`src/include/ctc_pkg.sv`:
```
// Purpose: shared constants and types for the calibration and test control block
// Assumes: 10 MHz system clock, APB with 32-bit data
// Notes: register byte addresses are index times four
package ctc_pkg;
  localparam int unsigned CTC_CLK_HZ = 10000000;
  localparam int unsigned CTC_DCU_TIME_NS = 6000;
  localparam int unsigned CTC_TUNE_TIME_NS = 25000;
  localparam int unsigned CTC_DCU_CYCLES = CTC_DCU_TIME_NS / (1000000000 / CTC_CLK_HZ);
  localparam int unsigned CTC_TUNE_CYCLES = CTC_TUNE_TIME_NS / (1000000000 / CTC_CLK_HZ);

  localparam logic [7:0] CTC_IDX_TUNE = 8'h18;
  localparam logic [7:0] CTC_IDX_DCU = 8'h1b;
  localparam logic [7:0] CTC_IDX_TST = 8'h3d;
  localparam logic [7:0] CTC_IDX_STATUS = 8'h3e;

  localparam int CTC_GO_BIT = 7;
  localparam int CTC_CHIP_MAN_BIT = 7;
  localparam int CTC_CHIP_LVL_BIT = 6;
  localparam int CTC_DIR_BIT = 5;
  localparam int CTC_DIR_SEL_BIT = 4;
  localparam int CTC_TUNEV_LSB = 0;
  localparam int CTC_TUNEV_W = 6;

  localparam logic [6:0] CTC_TUNE_RST = 7'h58;
  localparam logic [6:0] CTC_DCU_RST = 7'h20;
  localparam logic [7:0] CTC_TST_RST = 8'h00;

  typedef struct packed {
    logic chip_manual;
    logic chip_level;
    logic dir_manual;
    logic dir_tx;
  } ctc_test_s;
endpackage

```
`src/design/ctc_cal_timer.sv`:
```
// Purpose: one-shot calibration timer
// Assumes: start is a one-cycle pulse
// Notes: busy stays high for CYCLES clocks after start
`timescale 1ns/10ps
module ctc_cal_timer #(
  parameter int unsigned CYCLES = 60
) (
  input wire logic sys_clk,
  input wire logic rst_n,
  input wire logic start,
  output logic busy
);
  localparam int CW = $clog2(CYCLES + 1);
  logic [CW-1:0] cnt_reg;

  initial begin
    if (CYCLES < 1) $error("cycles must be at least one");
  end

  always_ff @(posedge sys_clk or negedge rst_n) begin
    if (!rst_n) begin
      cnt_reg <= '0;
    end else if (start && cnt_reg == '0) begin
      cnt_reg <= CW'(CYCLES);
    end else if (cnt_reg != '0) begin
      cnt_reg <= cnt_reg - 1'b1;
    end
  end

  assign busy = (cnt_reg != '0);
endmodule

```
`src/design/ctc_top.sv`:
```
// Purpose: calibration trigger and test modulation control registers over APB
// Assumes: single clock, power-up events arrive as same-domain pulses
// Notes: zero wait state APB slave
// Operation
// - writing one to the delay-cell go bit runs a 6 us cycle and the bit reads one meanwhile.
// - each go bit clears itself once its calibration cycle has ended.
// - writing one to the filter-tuning go bit runs a 25 us cycle, then the bit drops to zero.
// - entering the idle state from power-on, sleep, deepest_power_down_state or reset starts filter tuning.
// - test bits are always read/write but act only while the power monitor is enabled.
// - the chip source select bit picks normal data or the forced chip level.
// - the forced chip level gives continuous zero chips or one chips.
// - the direction select bit enables manual choice of synthesizer frequency.
// - in manual mode the direction bit picks receive at zero and transmit at one.
// - the filter tune value is six bits, resets to 0x18 and drives the tuning loops.
`timescale 1ns/10ps
module ctc_top
  import ctc_pkg::*;
#(
  parameter int unsigned DCU_CYCLES = CTC_DCU_CYCLES,
  parameter int unsigned TUNE_CYCLES = CTC_TUNE_CYCLES
) (
  input wire logic sys_clk,
  input wire logic rst_n,
  input wire logic psel,
  input wire logic penable,
  input wire logic pwrite,
  input wire logic [31:0] paddr,
  input wire logic [31:0] pwdata,
  output logic [31:0] prdata,
  output logic pready,
  output logic pslverr,
  input wire logic power_monitor_enable,
  input wire logic idle_entry_from_power_down,
  input wire logic normal_chip,
  input wire logic normal_dir_tx,
  output logic modulation_chip,
  output logic synth_dir_tx,
  output logic [CTC_TUNEV_W-1:0] filter_tune_value,
  output logic delay_cell_cal_busy,
  output logic filter_tuning_busy
);
  // ---------------------------------------------------------------
  // bus decode
  // ---------------------------------------------------------------
  logic access;
  logic wr;
  logic [7:0] idx;
  logic hit_tune;
  logic hit_dcu;
  logic hit_tst;
  logic hit_sts;

  assign access = psel && penable;
  assign wr = access && pwrite;
  assign idx = paddr[9:2];
  assign hit_tune = (paddr[31:10] == '0) && (paddr[1:0] == 2'h0) && (idx == CTC_IDX_TUNE);
  assign hit_dcu = (paddr[31:10] == '0) && (paddr[1:0] == 2'h0) && (idx == CTC_IDX_DCU);
  assign hit_tst = (paddr[31:10] == '0) && (paddr[1:0] == 2'h0) && (idx == CTC_IDX_TST);
  assign hit_sts = (paddr[31:10] == '0) && (paddr[1:0] == 2'h0) && (idx == CTC_IDX_STATUS);
  assign pready = 1'b1;
  assign pslverr = access && !(hit_tune || hit_dcu || hit_tst || hit_sts);

  // ---------------------------------------------------------------
  // storage
  // ---------------------------------------------------------------
  logic [6:0] tune_reg;
  logic [6:0] dcu_reg;
  logic [7:0] tst_reg;

  always_ff @(posedge sys_clk or negedge rst_n) begin
    if (!rst_n) begin
      tune_reg <= CTC_TUNE_RST;
    end else if (wr && hit_tune) begin
      tune_reg <= pwdata[6:0];
    end
  end

  always_ff @(posedge sys_clk or negedge rst_n) begin
    if (!rst_n) begin
      dcu_reg <= CTC_DCU_RST;
    end else if (wr && hit_dcu) begin
      // bit 6 is read-only zero
      dcu_reg <= {1'b0, pwdata[5:0]};
    end
  end

  always_ff @(posedge sys_clk or negedge rst_n) begin
    if (!rst_n) begin
      tst_reg <= CTC_TST_RST;
    end else if (wr && hit_tst) begin
      tst_reg <= pwdata[7:0];
    end
  end

  // ---------------------------------------------------------------
  // calibration timers
  // ---------------------------------------------------------------
  logic dcu_start;
  logic tune_start;

  // a zero in the go bit starts nothing
  assign dcu_start = wr && hit_dcu && pwdata[CTC_GO_BIT];
  assign tune_start = (wr && hit_tune && pwdata[CTC_GO_BIT])
    || idle_entry_from_power_down;

  // busy doubles as the go bit readback, clearing at cycle end
  ctc_cal_timer #(
    .CYCLES(DCU_CYCLES)
  ) u_dcu_timer (
    .sys_clk(sys_clk),
    .rst_n(rst_n),
    .start(dcu_start),
    .busy(delay_cell_cal_busy)
  );

  ctc_cal_timer #(
    .CYCLES(TUNE_CYCLES)
  ) u_tune_timer (
    .sys_clk(sys_clk),
    .rst_n(rst_n),
    .start(tune_start),
    .busy(filter_tuning_busy)
  );

  // ---------------------------------------------------------------
  // test controls
  // ---------------------------------------------------------------
  ctc_test_s eff;
  logic chip_next;
  logic dir_next;
  logic chip_reg;
  logic dir_reg;
  logic [CTC_TUNEV_W-1:0] tunev_reg;

  always_comb begin
    if (power_monitor_enable) begin
      eff.chip_manual = tst_reg[CTC_CHIP_MAN_BIT];
      eff.chip_level = tst_reg[CTC_CHIP_LVL_BIT];
      eff.dir_manual = tst_reg[CTC_DIR_SEL_BIT];
      eff.dir_tx = tst_reg[CTC_DIR_BIT];
    end else begin
      eff.chip_manual = CTC_TST_RST[CTC_CHIP_MAN_BIT];
      eff.chip_level = CTC_TST_RST[CTC_CHIP_LVL_BIT];
      eff.dir_manual = CTC_TST_RST[CTC_DIR_SEL_BIT];
      eff.dir_tx = CTC_TST_RST[CTC_DIR_BIT];
    end
  end

  assign chip_next = eff.chip_manual ? eff.chip_level : normal_chip;
  assign dir_next = eff.dir_manual ? eff.dir_tx : normal_dir_tx;

  always_ff @(posedge sys_clk or negedge rst_n) begin
    if (!rst_n) begin
      chip_reg <= 1'b0;
      dir_reg <= 1'b0;
    end else begin
      chip_reg <= chip_next;
      dir_reg <= dir_next;
    end
  end

  always_ff @(posedge sys_clk or negedge rst_n) begin
    if (!rst_n) begin
      tunev_reg <= CTC_TUNE_RST[CTC_TUNEV_W-1:0];
    end else begin
      tunev_reg <= tune_reg[CTC_TUNEV_LSB +: CTC_TUNEV_W];
    end
  end

  assign modulation_chip = chip_reg;
  assign synth_dir_tx = dir_reg;
  assign filter_tune_value = tunev_reg;

  // ---------------------------------------------------------------
  // read mux
  // ---------------------------------------------------------------
  logic [31:0] rdata_next;
  logic [31:0] rdata_reg;

  always_comb begin
    rdata_next = 32'h0000_0000;
    if (hit_tune) begin
      rdata_next[7:0] = {filter_tuning_busy, tune_reg};
    end else if (hit_dcu) begin
      rdata_next[7:0] = {delay_cell_cal_busy, dcu_reg};
    end else if (hit_tst) begin
      rdata_next[7:0] = tst_reg;
    end else if (hit_sts) begin
      rdata_next[1:0] = {filter_tuning_busy, delay_cell_cal_busy};
    end
  end

  always_ff @(posedge sys_clk or negedge rst_n) begin
    if (!rst_n) begin
      rdata_reg <= 32'h0000_0000;
    end else if (psel && !penable && !pwrite) begin
      rdata_reg <= rdata_next;
    end
  end

  assign prdata = rdata_reg;
endmodule

```
`config.mk`:
```
export PLATFORM = sky130hd
export DESIGN_NAME = ctc_top
export DESIGN_NICKNAME = d
export VERILOG_FILES = /design/src/include/ctc_pkg.sv /design/src/design/ctc_cal_timer.sv /design/src/design/ctc_top.sv
export SDC_FILE = /design/constraint.sdc
export NUM_CORES = 1
export LEC_CHECK = 0
export BUFFER_PORTS_ARGS = -buffer_cell sky130_fd_sc_hd__buf_2
export CAP_MARGIN = 40
export CORE_MARGIN = 10
export CORE_UTILIZATION = 47
export CTS_CLUSTER_SIZE = 12
export DETAILED_ROUTE_END_ITERATION = 8
export PLACE_DENSITY = 0.8
export RECOVER_POWER = 100
export SLEW_MARGIN = 30
export SYNTH_ARGS = -nofsm -noshare
export SYNTH_HDL_FRONTEND = slang
export SYNTH_SLANG_ARGS = --single-unit
```
`constraint.sdc`:
```
create_clock -name sys_clk -period 2.5 [get_ports sys_clk]
set_clock_uncertainty 0.05 [all_clocks]
set_input_delay 0.5 -clock sys_clk [delete_from_list [all_inputs] [get_ports sys_clk]]
set_output_delay 0.5 -clock sys_clk [all_outputs]
set_load 0.1 [all_outputs]
```
== Yosys cells after proc, flatten, opt, wreduce, memory -nomap -nowiden ==
Cells that the tools add are included.
Storage, ports and cells
  bits in registers: 51
  input bits: 73
  output and inout port bits: 44
  logic and storage cells: 59
Cells by class
  $add $sub $neg: 2
  eq/ne operators: 4
  muxes and demuxes: 12
  reduce and logical (&&, ||, !) cells: 32
Operators with widths (number)
  $mux 8: 4
  $logic_not 22->1: 1
  $mux 6: 3
  $logic_and 1x1->1: 17
  $eq 8x5->1 const B: 2
  $eq 8x6->1 const B: 2
  $logic_not 8->1: 1
  $reduce_bool 8->1: 1
  $sub 8x1->8 const B: 1
  $logic_not 6->1: 1
  $reduce_bool 6->1: 1
  $sub 6x1->6 const B: 1
  $logic_or 1x1->1: 4
  $mux 2: 2
  $mux 4: 1
  $reduce_bool 2->1: 2
  $logic_not 1->1: 3
  $logic_not 2->1: 1
  $mux 1: 2

== Depth between registers and ports, before layout ==
Gate-level depths: netlist of the first run.
  depth in word-level cells: 8
  depth in mapped cells: 8
  mapped depth without buffers: 7

== Modules after synthesis ==
From an unflattened synthesis of the first run, not the netlist that was laid out.
Second synthesis, totals
  cell total of the unflattened synthesis: 269
  area total of the unflattened synthesis: 2844.0 um2
Modules (own cells, without submodules)
  ctc_top: times used 1, cells an instance 187, area each 2018.2 um2, seq. area each 933.4 um2
  ctc_cal_timer at u_tune_timer: times used 1, cells an instance 48, area each 481.7 um2, seq. area each 200.2 um2
  ctc_cal_timer at u_dcu_timer: times used 1, cells an instance 34, area each 344.1 um2, seq. area each 150.1 um2

== Worst setup path after synthesis of the first run ==
Ideal clock, no wire load.
  path type: input-to-output
  start point: in paddr[5]
  end point: out pslverr
  arrival: 2619 ps
  data required time: 1950 ps
  path slack: -669 ps
  cell stages on the path: 6
  path buffers: 2
  cells stage by stage: nor4bb_1 -> buf_2 -> buf_1 -> nand3_1 -> o21ai_0 -> a21oi_1
On the way
  longest elaborated chain between the ends: 7
  elaborated cells on any way between the ends: 13
  classes of those cells: 4 x eq/ne; 9 x reduce/logical
Ends and longest elaborated chain
  start: declaration: RTL line ctc_top.sv:27  | input wire logic [31:0] paddr,
  $eq 8x5->1 (on tied branches): RTL line ctc_top.sv:56, ctc_top.sv:57
  $logic_and 1x1->1 (on tied branches): RTL line ctc_top.sv:56, ctc_top.sv:57
  $logic_or 1x1->1 (2 in a row): RTL line ctc_top.sv:61  | assign pslverr = access && !(hit_tune || hit_dcu || hit_tst || hit_sts);
  $logic_or 1x1->1 (*): RTL line ctc_top.sv:61
  $logic_not 1->1 (*): RTL line ctc_top.sv:61
  $logic_and 1x1->1 (*): RTL line ctc_top.sv:61
  end: declaration: RTL line ctc_top.sv:31  | output logic pslverr,
Every way passes the cells marked *; elsewhere a longest branch is shown, timed or not.

== Worst setup path in the final report of the first run ==
  start point: reg u_tune_timer.cnt_reg[0]
  end point: out filter_tuning_busy
On the way
  longest elaborated chain between the ends: 1
Ends and longest elaborated chain
  start: declaration: RTL line ctc_cal_timer.sv:14  | logic [CW-1:0] cnt_reg;
  start signal: assignment: RTL line ctc_cal_timer.sv:24  | cnt_reg <= CW'(CYCLES);
  start signal: assignment: RTL line ctc_cal_timer.sv:26  | cnt_reg <= cnt_reg - 1'b1;
  $reduce_bool 8->1: RTL line ctc_cal_timer.sv:30  | assign busy = (cnt_reg != '0);
  end: declaration: RTL line ctc_top.sv:40  | output logic filter_tuning_busy
Every way passes these cells.

==> reports/metrics.csv, run 1 <==
metric;value;unit
syn-cell-area;0.00266;mm^2
reg2reg_setup_slack;150;ps
clock.fmax;409;MHz
setup.worst_path.start;u_tune_timer.cnt_reg[0];
drtAntennaViolNets;0;
first_global_vias;2172;
synth_ff_type;dfrtp_1;
cts_sinks;51;
clk_transition_reported_paths;100;ps
avg_synthesized_cell_area;10.3;um^2
run_status;finished, final reports clean;
final-setup-viol-count;0;
antenna-diode-count;0;
grt_overflow;0;
initial_antenna_violation_count;0;
yosys_warnings;0;
layout.nets;415;
cts_made_buffers;5;
power.leakage;1.52;nW
cp_data_required_time;1950;ps
grt_usage;14.4;%
route.detailed.drc;0;
post_drt_wl_per_cell;16.2;um
timing.hold.worst.class;reg2reg;
h-tree-depth;2;
cap_viol_max_count;0;
grt_start_max_net_pins;52;
final_min_period_over_clock_period;97.8;%
drt_first_iter_violations;133;
drtPass1Iterations;4;
clock_latency_at_the_later_pin_of_the_worst_skew_pair;310;ps
initial_core_util;48.4;%
die_height;95.3;um
max-slew-margin-rel;16.6;%
timing.rr.end;u_tune_timer.cnt_reg[0];
placedInstanceArea;0.00307;mm^2
timing.reg2reg.worst_path_depth;9;
drt-vias-per-instance;5.29;
cp-start-kind;flop;
final_layout_size_suffix_gt1_share;33.4;%
final.min_clock_period;2440;ps
critical_path.endpoint;filter_tuning_busy;
crit_arrival;1890;ps
cts_root_buf;clkbuf_8;
finalHoldViolations;0;
postSynth.asyncResetShare;100;%
numPortBuffers;67;
chipWidth;95.3;um
cts_hold_buf;0;
detailed_place_hpwl;5210;um
slew_worst_pin;1250;ps
crit_path_max_fanout;3;
detail_route.wirelength;6700;um
grt_pass1_wl;10400;um
setup.worst_path.class;reg2out;
coreArea;0.00551;mm^2
rows;27;
tritoncts;built;
max_buffers_root_to_sink;2;
synth-seq-cells;51;
final_cell_area;0.00321;mm^2
final_core_util;58.3;%
yosysUniqueCellTypes;48;
synth_edf_count;0;
detailroute.via_count;2186;
synthesis.instances;259;
power_density_of_the_placed_cells;586;mW/mm^2
final.fill_count;499;
io_pins;117;
floorplan.die_area;0.00908;mm^2
power.ir.vdd_worst;0.000438;V
syn2layout_area_growth;20.4;%
r2r_start;u_tune_timer.cnt_reg[0];
end_kind;output pin;
routabilityCongestion;0.807;
final-max-slew-violation-count;0;
seq_area_frac_synth;48.2;%
grt_setup_unrepaired;true;
==> synth_stat cells, types with 2 or more instances <==
library cell,number,area (um^2)
nand4_1,4,25.0
o31ai_1,3,22.5
mux2_2,24,270
dfstp_2,6,158
a311oi_1,2,17.5
a211oi_1,2,15.0
nand2_1,26,97.6
clkbuf_1,4,15.0
dfrtp_1,45,1130
and3_1,2,12.5
o22ai_1,2,12.5
o21a_1,3,22.5
inv_1,7,26.3
nor3_1,6,30.0
nor2_1,13,48.8
a21oi_1,5,25.0
nand3_1,19,95.1
o21ai_0,14,70.1
a22oi_1,6,45.0
nor2b_1,2,12.5
a31oi_1,2,12.5
conb_1,2,7.51
ha_1,2,25.0
buf_4,27,203
nor4_1,7,43.8
xnor2_1,2,17.5
==> metal layers <==
metal / up-vias / part of all wire (%) / wire [um] / track usage (%)
met4: 0 / 0.79 / 53 / 4.49
met1: 1056 / 40 / 2660 / 16.7
li1: 1049 / - / - / -
met2: 76 / 52 / 3510 / 25.7
met3: 5 / 7.1 / 478 / 3.14
met5: - / 0 / 0 / 0
==> where the power goes <==
part | switching (mW) | total (mW) | leakage (nW) | internal, mW
logic | 0.291 | 0.376 | 0.799 | 0.0847
clock network | 0.288 | 0.590 | 0.0548 | 0.302
registers | 0.0506 | 0.915 | 0.667 | 0.864
==> critical path: stages, from the launching register on <==
cell	delay, ps
dfrtp_1	400
inv_1	90
ha_4	130
or4b_4	480
nor4_4	210
inv_2	90
buf_12	170
==> layout make-up <==
class / instances / area, um^2 / share of cell area [%]
Timing Repair Buffer: 85 / 459 / 14.3
Tap cell: 72 / 90.1 / 2.81
Clock buffer: 5 / 68.8 / 2.15
Inverter: 8 / 30.0 / 0.936
Multi-Input combinational cell: 189 / 1230 / 38.3
Sequential cell: 51 / 1280 / 40.0
Clock inverter: 3 / 46.3 / 1.44
==> cells by family (layout without fill, tap and decap cells) <==
family          count (synthesis)  after routing  share of synthesized area, %
fa+ha+maj                       2              2                         0.939
buf+inv                        42            101                          10.1
simple gates                   90             90                          17.9
compound gates                 44             44                          11.1
mux                            25             25                          10.5
xor+xnor                        3              3                         0.987
other cells                     2             25                         0.282
flops                          51             51                          48.2
==> through the flow <==
stage               setup TNS [ps]  power [mW]  setup WS (ps)  instances  hold WS (ps)
finish                           0        1.88           55.7        413           342
global route                 -15.3        1.96          -12.7        413           360
CTS                          -1.16        1.89          -1.16        413           266
detailed placement               0        1.30           57.5        400           321
global placement                 0        1.29           78.6        400           318
floorplan                        0        1.23            165        282           154
==> worst min path at each step <==
| stage | start | to | cells after the start |
|---|---|---|---|
| after CTS | rst_n | tune_reg[5] | 2 |
| final | tune_reg[4] | filter_tune_value[4] | 0 |
| after global routing | tune_reg[4] | filter_tune_value[4] | 0 |
| after floorplan | rst_n | dcu_reg[0] | 0 |
| after global placement | tune_reg[4] | filter_tune_value[4] | 0 |
| after detailed placement | tune_reg[4] | filter_tune_value[4] | 0 |
==> repair_timing <==
item / in CTS / in global routing
pin swaps: 2 / 1
gates resized for setup: 7 / 1
setup endpoints to repair: 1 / 4
setup buffers: 5 / 0
gates cloned: 0 / 0
==> cells in the final DEF, fill, tap and decap left out, types with 7 or more instances in the layout <==
master,netlist,layout
nand2_1,26,26
buf_2,1,49
nand3_1,19,19
buf_4,27,14
nor4_1,7,7
clkbuf_1,4,18
o21ai_0,14,14
dfrtp_1,45,45
nor2_1,13,13
conb_1,2,25
mux2_2,24,23
No activity file was read; power rests on OpenSTA's default activity.
==> inputs of run 2 (changes only) <==
HOLD_SLACK_MARGIN = 0.12   (was default)
MAX_ROUTING_LAYER = met4   (was default)
==> run 2 against run 1 <==
Critical path depth is the same. Sequential cell count is the same. Sequential power about the same. Critical endpoint unchanged.
==> reports/metrics.csv, run 2 (same netlist as run 1, synthesis figures left out) <==
metric;value;unit;change
crit_buf_inv;3;;unchanged
first_global_vias;2168;;was 2172
end_kind;output pin;;unchanged
layout_commonest_cell;buf_2;;unchanged
r2r_start;u_tune_timer.cnt_reg[0];;unchanged
grt_start_max_net_pins;52;;unchanged
cts_sinks;51;;unchanged
clock_latency_at_the_later_pin_of_the_worst_skew_pair;310;ps;about the same
slew_worst_pin;1240;ps;was 1250 ps
final_layout_size_suffix_gt1_share;33.4;%;unchanged
cts_root_buf;clkbuf_8;;unchanged
timing.reg2reg.worst_path_depth;9;;unchanged
critical_path.endpoint;filter_tuning_busy;;unchanged
drtAntennaViolNets;0;;unchanged
crit_arrival;1890;ps;about the same
max-slew-margin-rel;17.2;%;was 16.6%
placed_cells;400;;unchanged
power_density_of_the_placed_cells;585;mW/mm^2;was 586 mW/mm^2
drt-vias-per-instance;5.30;;was 5.29
routabilityCongestion;0.819;;was 0.807
setup.worst_path.start;u_tune_timer.cnt_reg[0];;unchanged
numPortBuffers;67;;unchanged
clk_transition_reported_paths;100;ps;about the same
floorplan.die_area;0.00908;mm^2;unchanged
final_min_period_over_clock_period;97.6;%;was 97.8%
p_sw;626;uW;was 630 uW
slowest_delay;480;ps;about the same
timing.hold.worst.class;reg2reg;;unchanged
run_status;finished, final reports clean;;unchanged
cp-start-kind;flop;;unchanged
cts_hold_buf;0;;unchanged
power.share.sequential;48.8;%;was 48.6%
clock.fmax;410;MHz;was 409 MHz
grt_overflow;0;;unchanged
timing.hold.worst.start;tune_reg[4];;unchanged
h-tree-depth;2;;unchanged
final-max-slew-violation-count;0;;unchanged
antenna-diode-count;0;;unchanged
rows;27;;unchanged
syn2layout_area_growth;20.4;%;unchanged
final_cell_area;0.00321;mm^2;unchanged
worst_path_dominant_cell_family;simple AND/OR/NAND/NOR gates;;unchanged
route.detailed.drc;0;;unchanged
tritoncts;built;;unchanged
coreArea;0.00551;mm^2;unchanged
max_buffers_root_to_sink;2;;unchanged
placedInstanceArea;0.00307;mm^2;unchanged
final_cells;413;;unchanged
p_clk_share;31.2;%;was 31.4%
crit_path_cell_trace;inv_1, ha_4, or4b_4, nor4_4, inv_2, buf_12;;unchanged
grt_setup_unrepaired;true;;unchanged
power.ir.vdd_worst;0.000439;V;was 0.000438 V
detailroute.via_count;2189;;was 2186
path_depth;6;;unchanged
crit_path_max_fanout;3;;unchanged
final.min_clock_period;2440;ps;about the same
io_pins;117;;unchanged
detailed_place_hpwl;5210;um;unchanged
timing.rr.end;u_tune_timer.cnt_reg[0];;unchanged
die_height;95.3;um;unchanged
finalHoldViolations;0;;unchanged
grt_pass1_wl;10400;um;unchanged
cap_viol_max_count;0;;unchanged
post_drt_wl_per_cell;16.2;um;about the same
layout.cells.most_common_list;49 x buf_2, 45 x dfrtp_1, 26 x nand2_1;;unchanged
share_comb_of_total_power;20.0;%;about the same
final.fill_count;499;;unchanged
reg2reg_setup_slack;130;ps;was 150 ps
timing.hold.ws;344;ps;was 342 ps
power.leakage;1.52;nW;unchanged
layout.nets;415;;unchanged
cp_data_required_time;1950;ps;about the same
detail_route.wirelength;6670;um;was 6700 um
initial_antenna_violation_count;0;;unchanged
setup.worst_path.class;reg2out;;unchanged
sw_frac_of_total;33.4;%;was 33.5%
final-setup-viol-count;0;;unchanged
cell_internal_power_dissipation;1.25;mW;about the same
cp_slowest_cell;or4b_4;;unchanged
cts_made_buffers;5;;unchanged
chipWidth;95.3;um;unchanged
drtPass1Iterations;4;;unchanged
grt_usage;14.8;%;was 14.4%
initial_core_util;48.4;%;unchanged
drt_first_iter_violations;116;;was 133
-- run 2: cell counts in the layout (fill, tap and decap cells not counted) --
No cell type changed its count.
-- run 2: layout make-up --
cell class	instances	area, um^2	share of cell area (%)
clock inverter	3	46.3	1.44
tap	72	90.1	2.81
sequential	51	1280	40.0
multi-input combinational	189	1230	38.3
clock buffer	5	68.8	2.15
timing repair buffer	85	459	14.3
inverter	8	30.0	0.936
-- run 2: layer usage --
| metal | track usage, % | routed length (um) |
|---|---|---|
| met1 | 17.3 | 2770 |
| met3 | 2.28 | 377 |
| met4 | 4.49 | 59 |
| met2 | 25.7 | 3460 |
| met5 | - | 0 |
-- run 2: worst min-delay path by stage --
| stage | end | slack [ps] | cells after the start |
|---|---|---|---|
| 5_1_grt | filter_tune_value[4] | 360 | 0 |
| 2_1_floorplan | dcu_reg[0] | 150 | 0 |
| 4_1_cts | tune_reg[5] | 270 | 2 |
| 3_3_place_gp | filter_tune_value[4] | 320 | 0 |
| 3_5_place_dp | filter_tune_value[4] | 320 | 0 |
| 6_report | filter_tune_value[4] | 340 | 0 |
-- run 2: per-stage QoR --
stage | worst slack, ps | util [%] | setup TNS, ps | power (mW)
4_1_cts | -1.16 | 59.0 | -1.16 | 1.89
5_1_grt | -12.7 | 58.3 | -15.1 | 1.96
3_3_place_gp | 78.6 | 55.7 | 0 | 1.29
3_5_place_dp | 57.5 | 55.7 | 0 | 1.30
2_1_floorplan | 165 | - | 0 | 1.23
6_report | 60.1 | 58.3 | 0 | 1.88
-- run 2: timing repair --
item | CTS | global route
gates cloned | 0 | 0
buffers inserted | 5 | 0
pin swaps | 2 | 1
resized for setup | 7 | 1
endpoints found under the setup margin | 1 | 4
-- run 2: power groups by stage --
stage	sequential, mW	clock (mW)	combinational [mW]
3_3_place_gp	0.926	0	0.363
2_1_floorplan	0.931	0	0.297
4_1_cts	0.913	0.598	0.379
5_1_grt	0.922	0.634	0.401
3_5_place_dp	0.929	0	0.369
6_report	0.915	0.586	0.375
==> inputs of run 3 (changes only) <==
CORE_MARGIN = 2   (was 10)
==> run 3 against run 2 <==
The run now ends with max-capacitance violations, max-slew violations left. Register-to-register slack improved by 20 ps. Die area decreased by 31%. Cell area about the same. Clock power decreased by 14%. Wire length decreased by 9.9%. Core utilization about the same. Power decreased by 3.9%. Critical path type unchanged. Highest routed layer unchanged.
==> reports/metrics.csv, run 3 (same netlist as run 1, synthesis figures left out) <==
metric;value;unit;change
run_status;finished with violations;;was finished, final reports clean
violated_checks;max-capacitance violations, max-slew violations;;
max-slew-margin-rel;-10.2;%;was 17.2%
clk_transition_reported_paths;100;ps;about the same
power.ir.vdd_worst;0.000430;V;was 0.000439 V
placed_cells;401;;was 400
detailed_place_hpwl;4530;um;was 5210 um
grt_pass1_wl;9990;um;was 10400 um
grt_start_max_net_pins;33;;was 52
timing.hold.worst.class;reg2reg;;unchanged
hold-path-cell-count;0;;unchanged
r2r_start;u_tune_timer.cnt_reg[0];;unchanged
power.total;1.80;mW;was 1.88 mW
dp_worst_setup_slack;98.8;ps;was 57.5 ps
power.leakage;1.52;nW;about the same
detail_route.wirelength;6010;um;was 6670 um
layout_setup_ws;56.8;ps;was 60.1 ps
setup-tns-final;0;ps;unchanged
die_height;79.3;um;was 95.3 um
layout.nets;417;;was 415
first_global_vias;2116;;was 2168
post_drt_wl_per_cell;14.5;um;was 16.2 um
placedInstanceArea;0.00308;mm^2;was 0.00307 mm^2
setup.worst_path.class;reg2out;;unchanged
initial_antenna_violation_count;0;;unchanged
crit_arrival;1890;ps;about the same
io_pins;117;;unchanged
clock.fmax;409;MHz;was 410 MHz
timing.reg2reg.worst_path_depth;9;;unchanged
cts_sinks;51;;unchanged
grt_usage;21.1;%;was 14.8%
drt_first_iter_violations;113;;was 116
cp-start-kind;flop;;unchanged
tritoncts;built;;unchanged
timing.rr.end;u_tune_timer.cnt_reg[0];;unchanged
final-setup-viol-count;0;;unchanged
final_min_period_over_clock_period;97.7;%;was 97.6%
layout_commonest_cell;buf_2;;unchanged
register_area;0.00128;mm^2;unchanged
cap_viol_max_count;1;;was 0
final_cell_area;0.00321;mm^2;about the same
antenna-diode-count;0;;unchanged
crit_path_max_fanout;3;;unchanged
timing.hold.ws;340;ps;was 344 ps
drt-vias-per-instance;5.20;;was 5.30
routabilityCongestion;0.790;;was 0.819
timing.hold.worst.start;tune_reg[4];;unchanged
h-tree-depth;2;;unchanged
final.fill_count;471;;was 499
initial_core_util;48.4;%;unchanged
cp_data_required_time;1950;ps;about the same
final_layout_size_suffix_gt1_share;33.2;%;was 33.4%
detailroute.via_count;2157;;was 2189
power_density_of_the_placed_cells;562;mW/mm^2;was 585 mW/mm^2
layout.cells.most_common_list;46 x buf_2, 45 x dfrtp_1, 26 x nand2_1;;was 49 x buf_2, 45 x dfrtp_1, 26 x nand2_1
chipWidth;79.3;um;was 95.3 um
numPortBuffers;67;;unchanged
reg2reg_setup_slack;150;ps;was 130 ps
finalHoldViolations;0;;unchanged
grt_overflow;0;;unchanged
final.min_clock_period;2440;ps;about the same
grt_setup_unrepaired;true;;unchanged
rows;27;;unchanged
drtAntennaViolNets;0;;unchanged
syn2layout_area_growth;20.5;%;was 20.4%
cts_root_buf;clkbuf_8;;unchanged
final_cells;415;;was 413
multiInputGateArea;0.00123;mm^2;about the same
route.detailed.drc;0;;unchanged
final-max-slew-violation-count;33;;was 0
cts_made_buffers;5;;unchanged
coreArea;0.00551;mm^2;unchanged
end_kind;output pin;;unchanged
slew_worst_pin;1650;ps;was 1240 ps
floorplan.die_area;0.00629;mm^2;was 0.00908 mm^2
drtPass1Iterations;4;;unchanged
final_core_util;58.3;%;about the same
max_buffers_root_to_sink;2;;unchanged
clock_latency_at_the_later_pin_of_the_worst_skew_pair;320;ps;was 310 ps
cts_hold_buf;0;;unchanged
worst_hold_path.endpoint;filter_tune_value[4];;unchanged
-- run 3: area by class of cell --
| type | count | share of cell area [%] |
|---|---|---|
| multi-input cells | 189 | 38.4 |
| well taps | 72 | 2.81 |
| flip-flops and latches | 51 | 40.0 |
| clock inverters | 3 | 0.819 |
| clock buffers | 5 | 2.14 |
| repair buffers | 87 | 14.9 |
| inverters | 8 | 0.936 |
-- run 3: what timing repair did --
item	4_1_cts	5_1_grt
gates cloned	0	0
resized for setup	7	4
setup endpoints to repair	1	7
buffers inserted	6	0
pin swaps	2	2
-- run 3: worst max path at each step --
stage                                       start                 end  slack, ps  cells past startpoint
after floorplan                          paddr[5]             pslverr        160                      6
after detailed placement                 paddr[9]             pslverr        100                      7
after global routing      u_tune_timer.cnt_reg[0]  filter_tuning_busy        -40                      6
final                     u_tune_timer.cnt_reg[0]  filter_tuning_busy         60                      6
after CTS                 u_tune_timer.cnt_reg[1]  filter_tuning_busy        -20                      6
after global placement                   paddr[9]             pslverr         90                      7
-- run 3: power breakdown --
part / switching [mW] / leakage [nW] / total, mW / internal (mW)
Sequential: 0.0501 / 0.667 / 0.914 / 0.864
Combinational: 0.293 / 0.807 / 0.383 / 0.0904
Clock: 0.299 / 0.0491 / 0.505 / 0.206
Total: 0.641 / 1.52 / 1.80 / 1.16
-- run 3: metal layers --
metal  wire length [um]  vias to the layer above  share of wire, %  global-route usage (%)
met5                  0                        -                 0                       -
li1                   -                     1053                 -                       -
met2               3000                       51                50                    33.8
met3                246                        8               4.1                    4.43
met4                 87                        0               1.4                    7.76
met1               2680                     1045                45                    26.6
-- run 3: critical path, stage by stage (launching register included) --
cell and delay (ps):
dfrtp_1 410, inv_2 90, ha_4 130, or4b_4 480, nor4_4 200, inv_2 90
buf_12 170
